[src/adc_if_pkg.sv]
// Purpose: Shared constants and pin bundle for the imaging converter digital side
// Assumes: One system clock at 25 MHz; every device pin is asynchronous to it
// Notes:   Bit positions refer to the two control bytes written over the serial port
package adc_if_pkg;

   // ****************************************
   // Widths and timing
   // ****************************************
   localparam int CODE_W           = 14;    // Converter code width
   localparam int CODE_COUNT       = 16384; // Distinct codes, all reachable
   localparam int PIPE_DEPTH       = 9;     // Sample clocks from capture to output
   localparam int CLK_MHZ          = 25;    // System clock rate
   localparam int SAMPLE_PERIOD_NS = 18;    // Typical sample clock period (far side)
   localparam int CLAMP_PIXELS     = 20;    // Typical clamp pulse width in pixels
   localparam int SERIAL_FMAX_MHZ  = 10;    // Highest serial clock rate
   localparam int RESET_HOLD_US    = 10;    // Least reset pulse after power-up
   localparam int RESET_HOLD_CYC   = RESET_HOLD_US * CLK_MHZ; // Least time, whole cycles
   localparam int BYTE_W           = 8;     // Serial byte width

   // ****************************************
   // Control byte layout and reset values
   // ****************************************
   localparam int PARTSEL_BIT   = 0; // Byte 0: must be 1 to accept a write
   localparam int OPMODE_LSB    = 1; // Byte 0: two-bit operating mode
   localparam int EDGE_SEL_BIT  = 4; // Byte 0: 0 rising, 1 falling output update
   localparam int FAST_CLP_BIT  = 5; // Byte 0: fast clamp
   localparam int OUT_DIS_BIT   = 7; // Byte 0: data outputs released
   localparam int CLAMP_DIS_BIT = 6; // Byte 1: black clamp disabled
   localparam logic [7:0] CTRL0_RESET = 8'h03;
   localparam logic [7:0] CTRL1_RESET = 8'h00;

   // ****************************************
   // Pin bundle sampled into the clock domain
   // ****************************************
   typedef struct packed
   {
      logic              sampleClock;
      logic              blackClampPulse;
      logic              preblankPulse;
      logic              serialClock;
      logic              serialDataIn;
      logic              serialLoadN;
      logic              registerResetN;
      logic [CODE_W-1:0] conversionCode;
   } pins_s;

endpackage

[src/imaging_adc_digital_interface.sv]
// Purpose: Digital side of a 14-bit imaging front end: sample pipeline, clamp, serial port
// Assumes: All pins oversampled by clk; sample and serial clocks far slower than clk
// Notes:   A typical 18 ns sample clock cannot be oversampled at 25 MHz; real silicon
//          would clock the pipe from the pin, here the edges are detected
// What this block does
// - Each sample clock rising edge captures one sample
// - Codes are 14 bits, all values pass
// - Output words change only with sample clock
// - Clamp pulse enables black clamp while high
// - Reset pin low restores control defaults
// - Serial bits taken on serial clock rise
// - LSB-first bytes commit on load line rise
// - Control bit picks rising or falling update
`timescale 1ns/1ps
module imaging_adc_digital_interface
(
   input  wire logic                            clk,
   input  wire logic                            arst_n,
   input  wire logic                            sampleClock,
   input  wire logic                            blackClampPulse,
   input  wire logic                            preblankPulse,
   input  wire logic                            serialClock,
   input  wire logic                            serialDataIn,
   input  wire logic                            serialLoadN,
   input  wire logic                            registerResetN,
   input  wire logic [adc_if_pkg::CODE_W-1:0]   conversionCode,
   output logic      [adc_if_pkg::CODE_W-1:0]   sampleWordOut,
   output logic                                 sampleWordOutEn,
   output logic                                 clampActive,
   output logic      [7:0]                      clampWidth,
   output logic      [7:0]                      controlByte0,
   output logic      [7:0]                      controlByte1
);

   // ****************************************
   // Reset release and pin synchronisers
   // ****************************************
   logic                rstMeta_reg; // First reset release stage
   logic                rstN;        // Released reset used everywhere
   adc_if_pkg::pins_s   pinsRaw;     // Pins as they arrive
   adc_if_pkg::pins_s   pinsSync;    // Pins after two flops

   // Reset asserts at once, releases after two edges
   always_ff @(posedge clk or negedge arst_n)
   begin
      if (!arst_n)
      begin
         rstMeta_reg <= 1'b0;
         rstN        <= 1'b0;
      end
      else
      begin
         rstMeta_reg <= 1'b1;
         rstN        <= rstMeta_reg;
      end
   end

   assign pinsRaw = '{sampleClock, blackClampPulse, preblankPulse, serialClock,
                      serialDataIn, serialLoadN, registerResetN, conversionCode};

   // Two-flop synchroniser; its first stage stays private
   sample_pipe #(.WIDTH($bits(adc_if_pkg::pins_s)), .DEPTH(2)) u_pinSync
   (
      .clk     (clk),
      .rstN    (rstN),
      .shiftEn (1'b1),
      .dataIn  (pinsRaw),
      .headOut (),
      .tailOut (pinsSync)
   );

   // ****************************************
   // Edge detection
   // ****************************************
   logic prevSample_reg, prevSck_reg, prevLoad_reg; // Last synced levels
   logic sampleRise, sampleFall, sckRise, loadRise, loadFall;

   assign sampleRise = pinsSync.sampleClock & ~prevSample_reg;
   assign sampleFall = ~pinsSync.sampleClock & prevSample_reg;
   assign sckRise    = pinsSync.serialClock & ~prevSck_reg;
   assign loadRise   = pinsSync.serialLoadN & ~prevLoad_reg;
   assign loadFall   = ~pinsSync.serialLoadN & prevLoad_reg;

   // ****************************************
   // Sample pipeline
   // ****************************************
   logic [adc_if_pkg::CODE_W-1:0] headWord; // Word taken at the last rising edge
   logic [adc_if_pkg::CODE_W-1:0] pipeTail; // Word nine edges old

   // One stage per rising edge, full code width kept untouched
   sample_pipe #(.WIDTH(adc_if_pkg::CODE_W), .DEPTH(adc_if_pkg::PIPE_DEPTH)) u_pipe
   (
      .clk     (clk),
      .rstN    (rstN),
      .shiftEn (sampleRise),
      .dataIn  (pinsSync.conversionCode),
      .headOut (headWord),
      .tailOut (pipeTail)
   );

   // ****************************************
   // Output, clamp and serial state
   // ****************************************
   logic [adc_if_pkg::CODE_W-1:0] word_reg, word_next;   // Output bus
   logic                          outEn_reg, outEn_next; // Bus drive enable
   logic                          clamp_reg, clamp_next; // Clamp enable
   logic [7:0]                    clampW_reg, clampW_next; // Pixels in clamp
   logic [7:0]                    ctrl0_reg, ctrl0_next;   // Control byte 0
   logic [7:0]                    ctrl1_reg, ctrl1_next;   // Control byte 1
   logic [7:0]                    shift_reg, shift_next;   // Serial shifter
   logic [2:0]                    bitCnt_reg, bitCnt_next; // Bits in this byte
   logic [1:0]                    byteCnt_reg, byteCnt_next; // Whole bytes seen
   logic [7:0]                    pend0_reg, pend0_next;   // Byte 0 awaiting commit
   logic [7:0]                    pend1_reg, pend1_next;   // Byte 1 awaiting commit
   logic                          edgeSel;                 // Output update edge

   assign edgeSel = ctrl0_reg[adc_if_pkg::EDGE_SEL_BIT];

   // Next state of every group
   always_comb
   begin
      word_next    = word_reg;
      outEn_next   = ~ctrl0_reg[adc_if_pkg::OUT_DIS_BIT];
      ctrl0_next   = ctrl0_reg;
      ctrl1_next   = ctrl1_reg;
      shift_next   = shift_reg;
      bitCnt_next  = bitCnt_reg;
      byteCnt_next = byteCnt_reg;
      pend0_next   = pend0_reg;
      pend1_next   = pend1_reg;
      // Update only on the chosen sample clock edge
      if ((!edgeSel && sampleRise) || (edgeSel && sampleFall))
      begin
         word_next = pipeTail;
      end
      // Clamp follows the pulse unless disabled
      clamp_next  = pinsSync.blackClampPulse & ~ctrl1_reg[adc_if_pkg::CLAMP_DIS_BIT];
      clampW_next = clampW_reg;
      if (!clamp_next)
      begin
         clampW_next = 8'h00;
      end
      else if (sampleRise && clampW_reg != 8'hFF)
      begin
         clampW_next = clampW_reg + 8'h01; // Saturates, so long pulses stay visible
      end
      // Serial frame: a fresh start clears partial bytes
      if (loadFall)
      begin
         bitCnt_next  = 3'h0;
         byteCnt_next = 2'h0;
      end
      else if (sckRise && !pinsSync.serialLoadN)
      begin
         // Least significant bit arrives first, so shift toward bit 0
         shift_next  = {pinsSync.serialDataIn, shift_reg[7:1]};
         bitCnt_next = bitCnt_reg + 3'h1;
         if (bitCnt_reg == 3'h7)
         begin
            if (byteCnt_reg == 2'h0)
            begin
               pend0_next = shift_next;
            end
            else if (byteCnt_reg == 2'h1)
            begin
               pend1_next = shift_next;
            end
            if (byteCnt_reg != 2'h3)
            begin
               byteCnt_next = byteCnt_reg + 2'h1; // Bytes past the map are dropped
            end
         end
      end
      // Whole bytes take effect on the load rise, byte 0 gates all
      if (loadRise && byteCnt_reg != 2'h0 && pend0_reg[adc_if_pkg::PARTSEL_BIT])
      begin
         ctrl0_next = pend0_reg;
         if (byteCnt_reg != 2'h1)
         begin
            ctrl1_next = pend1_reg;
         end
      end
      // Reset pin wins over any write
      if (!pinsSync.registerResetN)
      begin
         ctrl0_next   = adc_if_pkg::CTRL0_RESET;
         ctrl1_next   = adc_if_pkg::CTRL1_RESET;
         bitCnt_next  = 3'h0;
         byteCnt_next = 2'h0;
      end
   end

   // Registers only
   always_ff @(posedge clk or negedge rstN)
   begin
      if (!rstN)
      begin
         prevSample_reg <= 1'b0;
         prevSck_reg    <= 1'b0;
         prevLoad_reg   <= 1'b1;
         word_reg       <= '0;
         outEn_reg      <= 1'b0;
         clamp_reg      <= 1'b0;
         clampW_reg     <= 8'h00;
         ctrl0_reg      <= adc_if_pkg::CTRL0_RESET;
         ctrl1_reg      <= adc_if_pkg::CTRL1_RESET;
         shift_reg      <= 8'h00;
         bitCnt_reg     <= 3'h0;
         byteCnt_reg    <= 2'h0;
         pend0_reg      <= 8'h00;
         pend1_reg      <= 8'h00;
      end
      else
      begin
         prevSample_reg <= pinsSync.sampleClock;
         prevSck_reg    <= pinsSync.serialClock;
         prevLoad_reg   <= pinsSync.serialLoadN;
         word_reg       <= word_next;
         outEn_reg      <= outEn_next;
         clamp_reg      <= clamp_next;
         clampW_reg     <= clampW_next;
         ctrl0_reg      <= ctrl0_next;
         ctrl1_reg      <= ctrl1_next;
         shift_reg      <= shift_next;
         bitCnt_reg     <= bitCnt_next;
         byteCnt_reg    <= byteCnt_next;
         pend0_reg      <= pend0_next;
         pend1_reg      <= pend1_next;
      end
   end

   assign sampleWordOut   = word_reg;
   assign sampleWordOutEn = outEn_reg;
   assign clampActive     = clamp_reg;
   assign clampWidth      = clampW_reg;
   assign controlByte0    = ctrl0_reg;
   assign controlByte1    = ctrl1_reg;
endmodule

[src/sample_pipe.sv]
// Purpose: Enabled shift line, used as pin synchroniser and as sample pipeline
// Assumes: Asynchronous active-low reset already released cleanly by the caller
// Notes:   Head is the first stage; a synchroniser must leave it unconnected
`timescale 1ns/1ps
module sample_pipe
#(
   parameter int WIDTH = 14,
   parameter int DEPTH = 9
)
(
   input  wire logic             clk,
   input  wire logic             rstN,
   input  wire logic             shiftEn,
   input  wire logic [WIDTH-1:0] dataIn,
   output logic      [WIDTH-1:0] headOut,
   output logic      [WIDTH-1:0] tailOut
);

   // ****************************************
   // Elaboration check
   // ****************************************
   if (DEPTH < 2 || WIDTH < 1)
   begin : g_badParams
      $error("sample_pipe needs DEPTH of at least 2");
   end

   logic [WIDTH-1:0] stage_reg  [DEPTH]; // Shift stages
   logic [WIDTH-1:0] stage_next [DEPTH]; // Next stage values

   // Shift by one stage when enabled, else hold
   always_comb
   begin
      for (int i = 0; i < DEPTH; i++)
      begin
         stage_next[i] = stage_reg[i];
      end
      if (shiftEn)
      begin
         stage_next[0] = dataIn;
         for (int i = 1; i < DEPTH; i++)
         begin
            stage_next[i] = stage_reg[i-1];
         end
      end
   end

   // Registers only
   always_ff @(posedge clk or negedge rstN)
   begin
      if (!rstN)
      begin
         for (int i = 0; i < DEPTH; i++)
         begin
            stage_reg[i] <= '0;
         end
      end
      else
      begin
         stage_reg <= stage_next;
      end
   end

   assign headOut = stage_reg[0];
   assign tailOut = stage_reg[DEPTH-1];

endmodule

[config.mk]
export PLATFORM = sky130hd
export DESIGN_NAME = imaging_adc_digital_interface
export DESIGN_NICKNAME = d
export VERILOG_FILES = /design/src/adc_if_pkg.sv /design/src/imaging_adc_digital_interface.sv /design/src/sample_pipe.sv
export SDC_FILE = /design/constraint.sdc
export NUM_CORES = 1
export LEC_CHECK = 0
export BUFFER_PORTS_ARGS = -buffer_cell sky130_fd_sc_hd__buf_2
export CAP_MARGIN = 25
export CELL_PAD_IN_SITES_DETAIL_PLACEMENT = 1
export CELL_PAD_IN_SITES_GLOBAL_PLACEMENT = 1
export CORE_UTILIZATION = 47
export DETAILED_ROUTE_END_ITERATION = 10
export PLACE_DENSITY = 0.89
export SKIP_LAST_GASP = 1
export SLEW_MARGIN = 5
export SYNTH_ARGS = -nofsm -noshare
export SYNTH_HDL_FRONTEND = slang
export SYNTH_SLANG_ARGS = --single-unit
[constraint.sdc]
create_clock -name clk -period 8.86 [get_ports clk]
set_clock_uncertainty 0.05 [all_clocks]
set_input_delay 2.658 -clock clk [delete_from_list [all_inputs] [get_ports clk]]
set_output_delay 2.658 -clock clk [all_outputs]
set_load 0.005 [all_outputs]
* Word-level counts from Yosys, hierarchy flattened
Index checks and enable logic that the tools add are counted.
Storage, ports and cells: input bits 23, RAM bits 0, bits in latches 0, register bits 242, logic and storage cells 87, output and inout bits 40, memories 0, memory bits (read-only) 0
Cells by class: multiply operators 0, reduce and logical (&&, ||, !) cells 16, equality and inequality tests 11, $lt $le $gt $ge 0, shift-type cells 0, $add $sub $neg 3, multiplexer cells 15, bitwise gates (word level) 15, divide/modulo/power cells 0
Operators by type and width (count):
- $mux 8 | 7
- $mux 2 | 5
- $mux 3 | 3
- $ne 3x3->1 const B | 3
- $not 1->1 | 9
- $add 8x1->8 const B | 1
- $ne 8x8->1 const B | 1
- $and 1x1->1 | 6
- $logic_and 1x1->1 | 6
- $ne 2x2->1 const B | 3
- $reduce_and 5->1 | 1
- $ne 2x1->1 const B | 2
- $reduce_and 2->1 | 2
- $reduce_and 4->1 | 1
- $add 3x1->3 const B | 1
- $eq 3x3->1 const B | 1
- $reduce_and 3->1 | 1
- $add 2x1->2 const B | 1
- $eq 2x1->1 const B | 1
- $logic_not 1->1 | 2
- $logic_not 2->1 | 1
- $reduce_bool 2->1 | 1
- $logic_or 1x1->1 | 1

* Depth between registers and ports, before layout
word-level depth 6, depth in mapped cells 7

* Modules after synthesis
Synthesis repeated with hierarchy kept, for this count alone.
Second synthesis, totals: cell total of the unflattened synthesis 622, area, all modules 9868.2 µm²
By module, submodules not included:
- sample_pipe at u_pipe | instances 1, cells each 294, area an instance 5039.8 µm²
- imaging_adc_digital_interface | instances 1, cells each 239, area an instance 3062.9 µm²
- sample_pipe at u_pinSync | instances 1, cells each 89, area an instance 1765.4 µm²

* Worst setup path after synthesis
Ideal clock, no wire load.
path type register -> output, from register ctrl0_reg[1] (netlist: controlByte0[1]), to output port controlByte0[1], path slack 5642 ps, data required time 6152 ps, stages on the path, launching flop included 1, arrival time 510 ps, cells stage by stage dfstp_2
RTL lines:
- from (decl) | line imaging_adc_digital_interface.sv:108 | logic [7:0] ctrl0_reg, ctrl0_next;
- from (signal assigned) | line imaging_adc_digital_interface.sv:205 | ctrl0_reg <= adc_if_pkg::CTRL0_RESET;
- from (signal assigned) | line imaging_adc_digital_interface.sv:222 | ctrl0_reg <= ctrl0_next;
- to (decl) | line imaging_adc_digital_interface.sv:31 | output logic [7:0] controlByte0,
No word-level cell between the ends.

* Final worst setup path
from register ctrl0_reg[1] (netlist: controlByte0[1]), to output port controlByte0[1]
No word-level cell between the ends.

==> impl_metrics.toml <==
[run_status]
run_status = "finished, violations left"
violations = "DRC"

[logic_synthesis]
synth.net_count = 831
synthCells = 802
synth_top_area_frac = 0.676
yosys_warnings = 0
yosys.area.top_type = "dfrtp_1"
ys_seq_area_frac = 0.685
synth.area.top_cells = "dfrtp_1, nand2_1, mux2_2"
yosys-top-cells-count = "nand2_1, dfrtp_1, mux2_2"
async_reset_ff_frac = 1.00
synth_top_flop_cell = "dfrtp_1"
syn_area_mm2 = 0.00874
avgSynthCellArea_um2 = 10.9
synth_edf_count = 0
synth_cell_types = 41
synth_most_common_cell = "nand2_1"
yosys_register_bits = 239

[timing]
period_share = 0.439
finalSetupViolCount = 0
relSlewSlack = 0.369
finalWorstPathRequiredPeriod_ns = 3.89
hold_violations = 0
finalSetupTns_ns = 0
rsz0062_at_grt = "false"
clock.fmax_mhz = 257
tightestPinTransition_ns = 0.946
slew_viol_final = 0

[setup_path]
cp_num_buf_inv = 1
critPathLaunchType = "flop"
r2r-start = "byteCnt_reg[0]"
reg2reg_slack_ns = 6.22
critPathLaunch = "controlByte0[1]"
crit_required_ns = 6.15
r2r_cells = 7
path_class = "flop to primary output"
crit_chain = "buf_2"
slowest_delay_ns = 0.54
rr_endpoint = "controlByte1[6]"
crit_fanout = 2
end_kind = "primary output"
slowest_stage = "dfstp_2"
path_delay_family = "flip-flops"
arrival_ns = 1.18
cp.depth = 1

[run]
drv_cap = 0

[min_path]
min_to = "u_pinSync.tailOut[11]"
min_path_type = "flop to flop"
whs_path_depth = 0
hold_start = "u_pinSync.headOut[11]"

[floorplan]
die-area_mm2 = 0.0191
start_util = 0.483
die_w_um = 138
rows = 49
num_io_pins = 63
die_y_um = 138
core-area_mm2 = 0.0181

[power_and_ir_drop]
p_sw_frac = 0.246
clkPwrFrac = 0.429
leakage_uw = 0.00545
pwr-share-seq = 0.498
finalPower_uw = 2670
pwr-share-comb = 0.074
peakVddDrop_mv = 0.240
p_int_uw = 2010
switching_power_uw = 656
power_density_mw_per_mm2 = 263

[grt]
antenna_found_initial = 0
grt_pass1_vias = 6265
grt_use_total = 0.213
grt_max_degree = 178
grt_pass1_wl_mm = 32.8
grt_overflow = 0

[cells_and_area]
synthToLayoutAreaGrowth_pct = 16.4
regArea_mm2 = 0.00599
drive_above_1_share = 0.179
largest_reg_flops = 98
multi_input_area_mm2 = 0.00258
fillers = 1896
diodes = 0
nNetsFinal = 890

[route]
drtPass1Iterations = 7
ant_nets = 0
drt_iter0_drc = 391
wl_per_cell_um = 17.4
wirelength_mm = 19.3
via_count = 5704
avgViaCountPerCell = 5.14
remaining_drc_errors = 9

[placed_design]
dp_hpwl_mm = 10.1
io_buffers = 61
gp_congestion = 0.750

[clock_tree]
cts_tree = "yes"
htreeDepth = 1
hold_buffers = 0
cts_setup_buffers = 0
insertion_delay_ns = 0.53
cts_root_buf = "clkbuf_16"
clk_pin_slew_ns = 0.07
cts_resized = 0
cts_buffer_depth = 3
cts_sinks = 239
numCtsBuffers = 26
## area by class of cell
class	instances	share of cell area
clock buffers	35	0.0722
inverters	5	0.00185
clock inverters	13	0.0185
flip-flops and latches	239	0.589
multi-input cells	522	0.254
well taps	229	0.0282
repair buffers	67	0.0361
## placed cells by master (no fill, tap or decap), types with 3 or more instances in the layout
cell type and count:
a21boi_0 9, a21oi_1 5, and4_1 3, buf_2 61, buf_4 4, bufinv_16 4, clkbuf_1 4, clkbuf_16 26
clkbuf_8 5, clkinv_2 4, clkinvlp_4 3, dfrtp_1 235, dfstp_2 3, ha_1 6, inv_1 5, mux2_2 37
mux2i_1 9, nand2_1 397, nand3_1 3, nand3b_1 3, nor2_1 7, nor2b_1 8, nor3_1 3, o21ai_0 10
## metrics by stage
step | std cells | setup WS (ns) | utilization | hold slack (ns) | cell area [µm²]
4_1_cts | 1109 | 4.94 | 0.561 | 0.295 | 10200
6_report | 1110 | 4.97 | 0.562 | 0.293 | 10200
2_1_floorplan | 802 | 1.66 | - | 0.281 | 8740
3_3_place_gp | 1060 | 5.54 | 0.510 | 0.283 | 9230
3_5_place_dp | 1061 | 5.53 | 0.510 | 0.286 | 9230
5_1_grt | 1110 | 4.93 | 0.562 | 0.303 | 10200
## metal layers
layer / GRT usage / routed length [µm] / share of wire
met5: 0 / 0 / 0
met2: 0.387 / 10300 / 0.53
met1: 0.258 / 7790 / 0.40
met3: 0.0322 / 654 / 0.034
met4: 0.0710 / 564 / 0.029
## power groups by stage
stage | logic [µW] | clock network (µW) | registers, µW
floorplan | 127 | 0 | 1330
global placement | 176 | 0 | 1330
detailed placement | 191 | 0 | 1340
CTS | 202 | 1170 | 1330
global route | 229 | 1210 | 1350
finish | 197 | 1140 | 1330
## how the worst max path moves through the flow
stage	end	slack, ns
3_3_place_gp	controlByte0[1]	5.54
2_1_floorplan	bitCnt_reg[0]	1.66
4_1_cts	controlByte0[1]	4.94
3_5_place_dp	controlByte0[1]	5.53
5_1_grt	controlByte0[1]	4.93
6_report	controlByte0[1]	4.97
## cell families (layout without fill, tap and decap cells)
kind of cell | count (synthesis) | count (layout) | share of synthesized area
adders and majority gates | 6 | 6 | 0.00859
buffers and inverters | 41 | 120 | 0.0209
xor gates and xnor gates | 2 | 2 | 0.00201
muxes | 46 | 46 | 0.0580
other | 1 | 1 | 0.000429
and+or+nand+nor | 437 | 437 | 0.203
AOI/OAI and AO/OA | 30 | 30 | 0.0219
DFF | 239 | 239 | 0.685
Power figures use the tool's default switching activity.
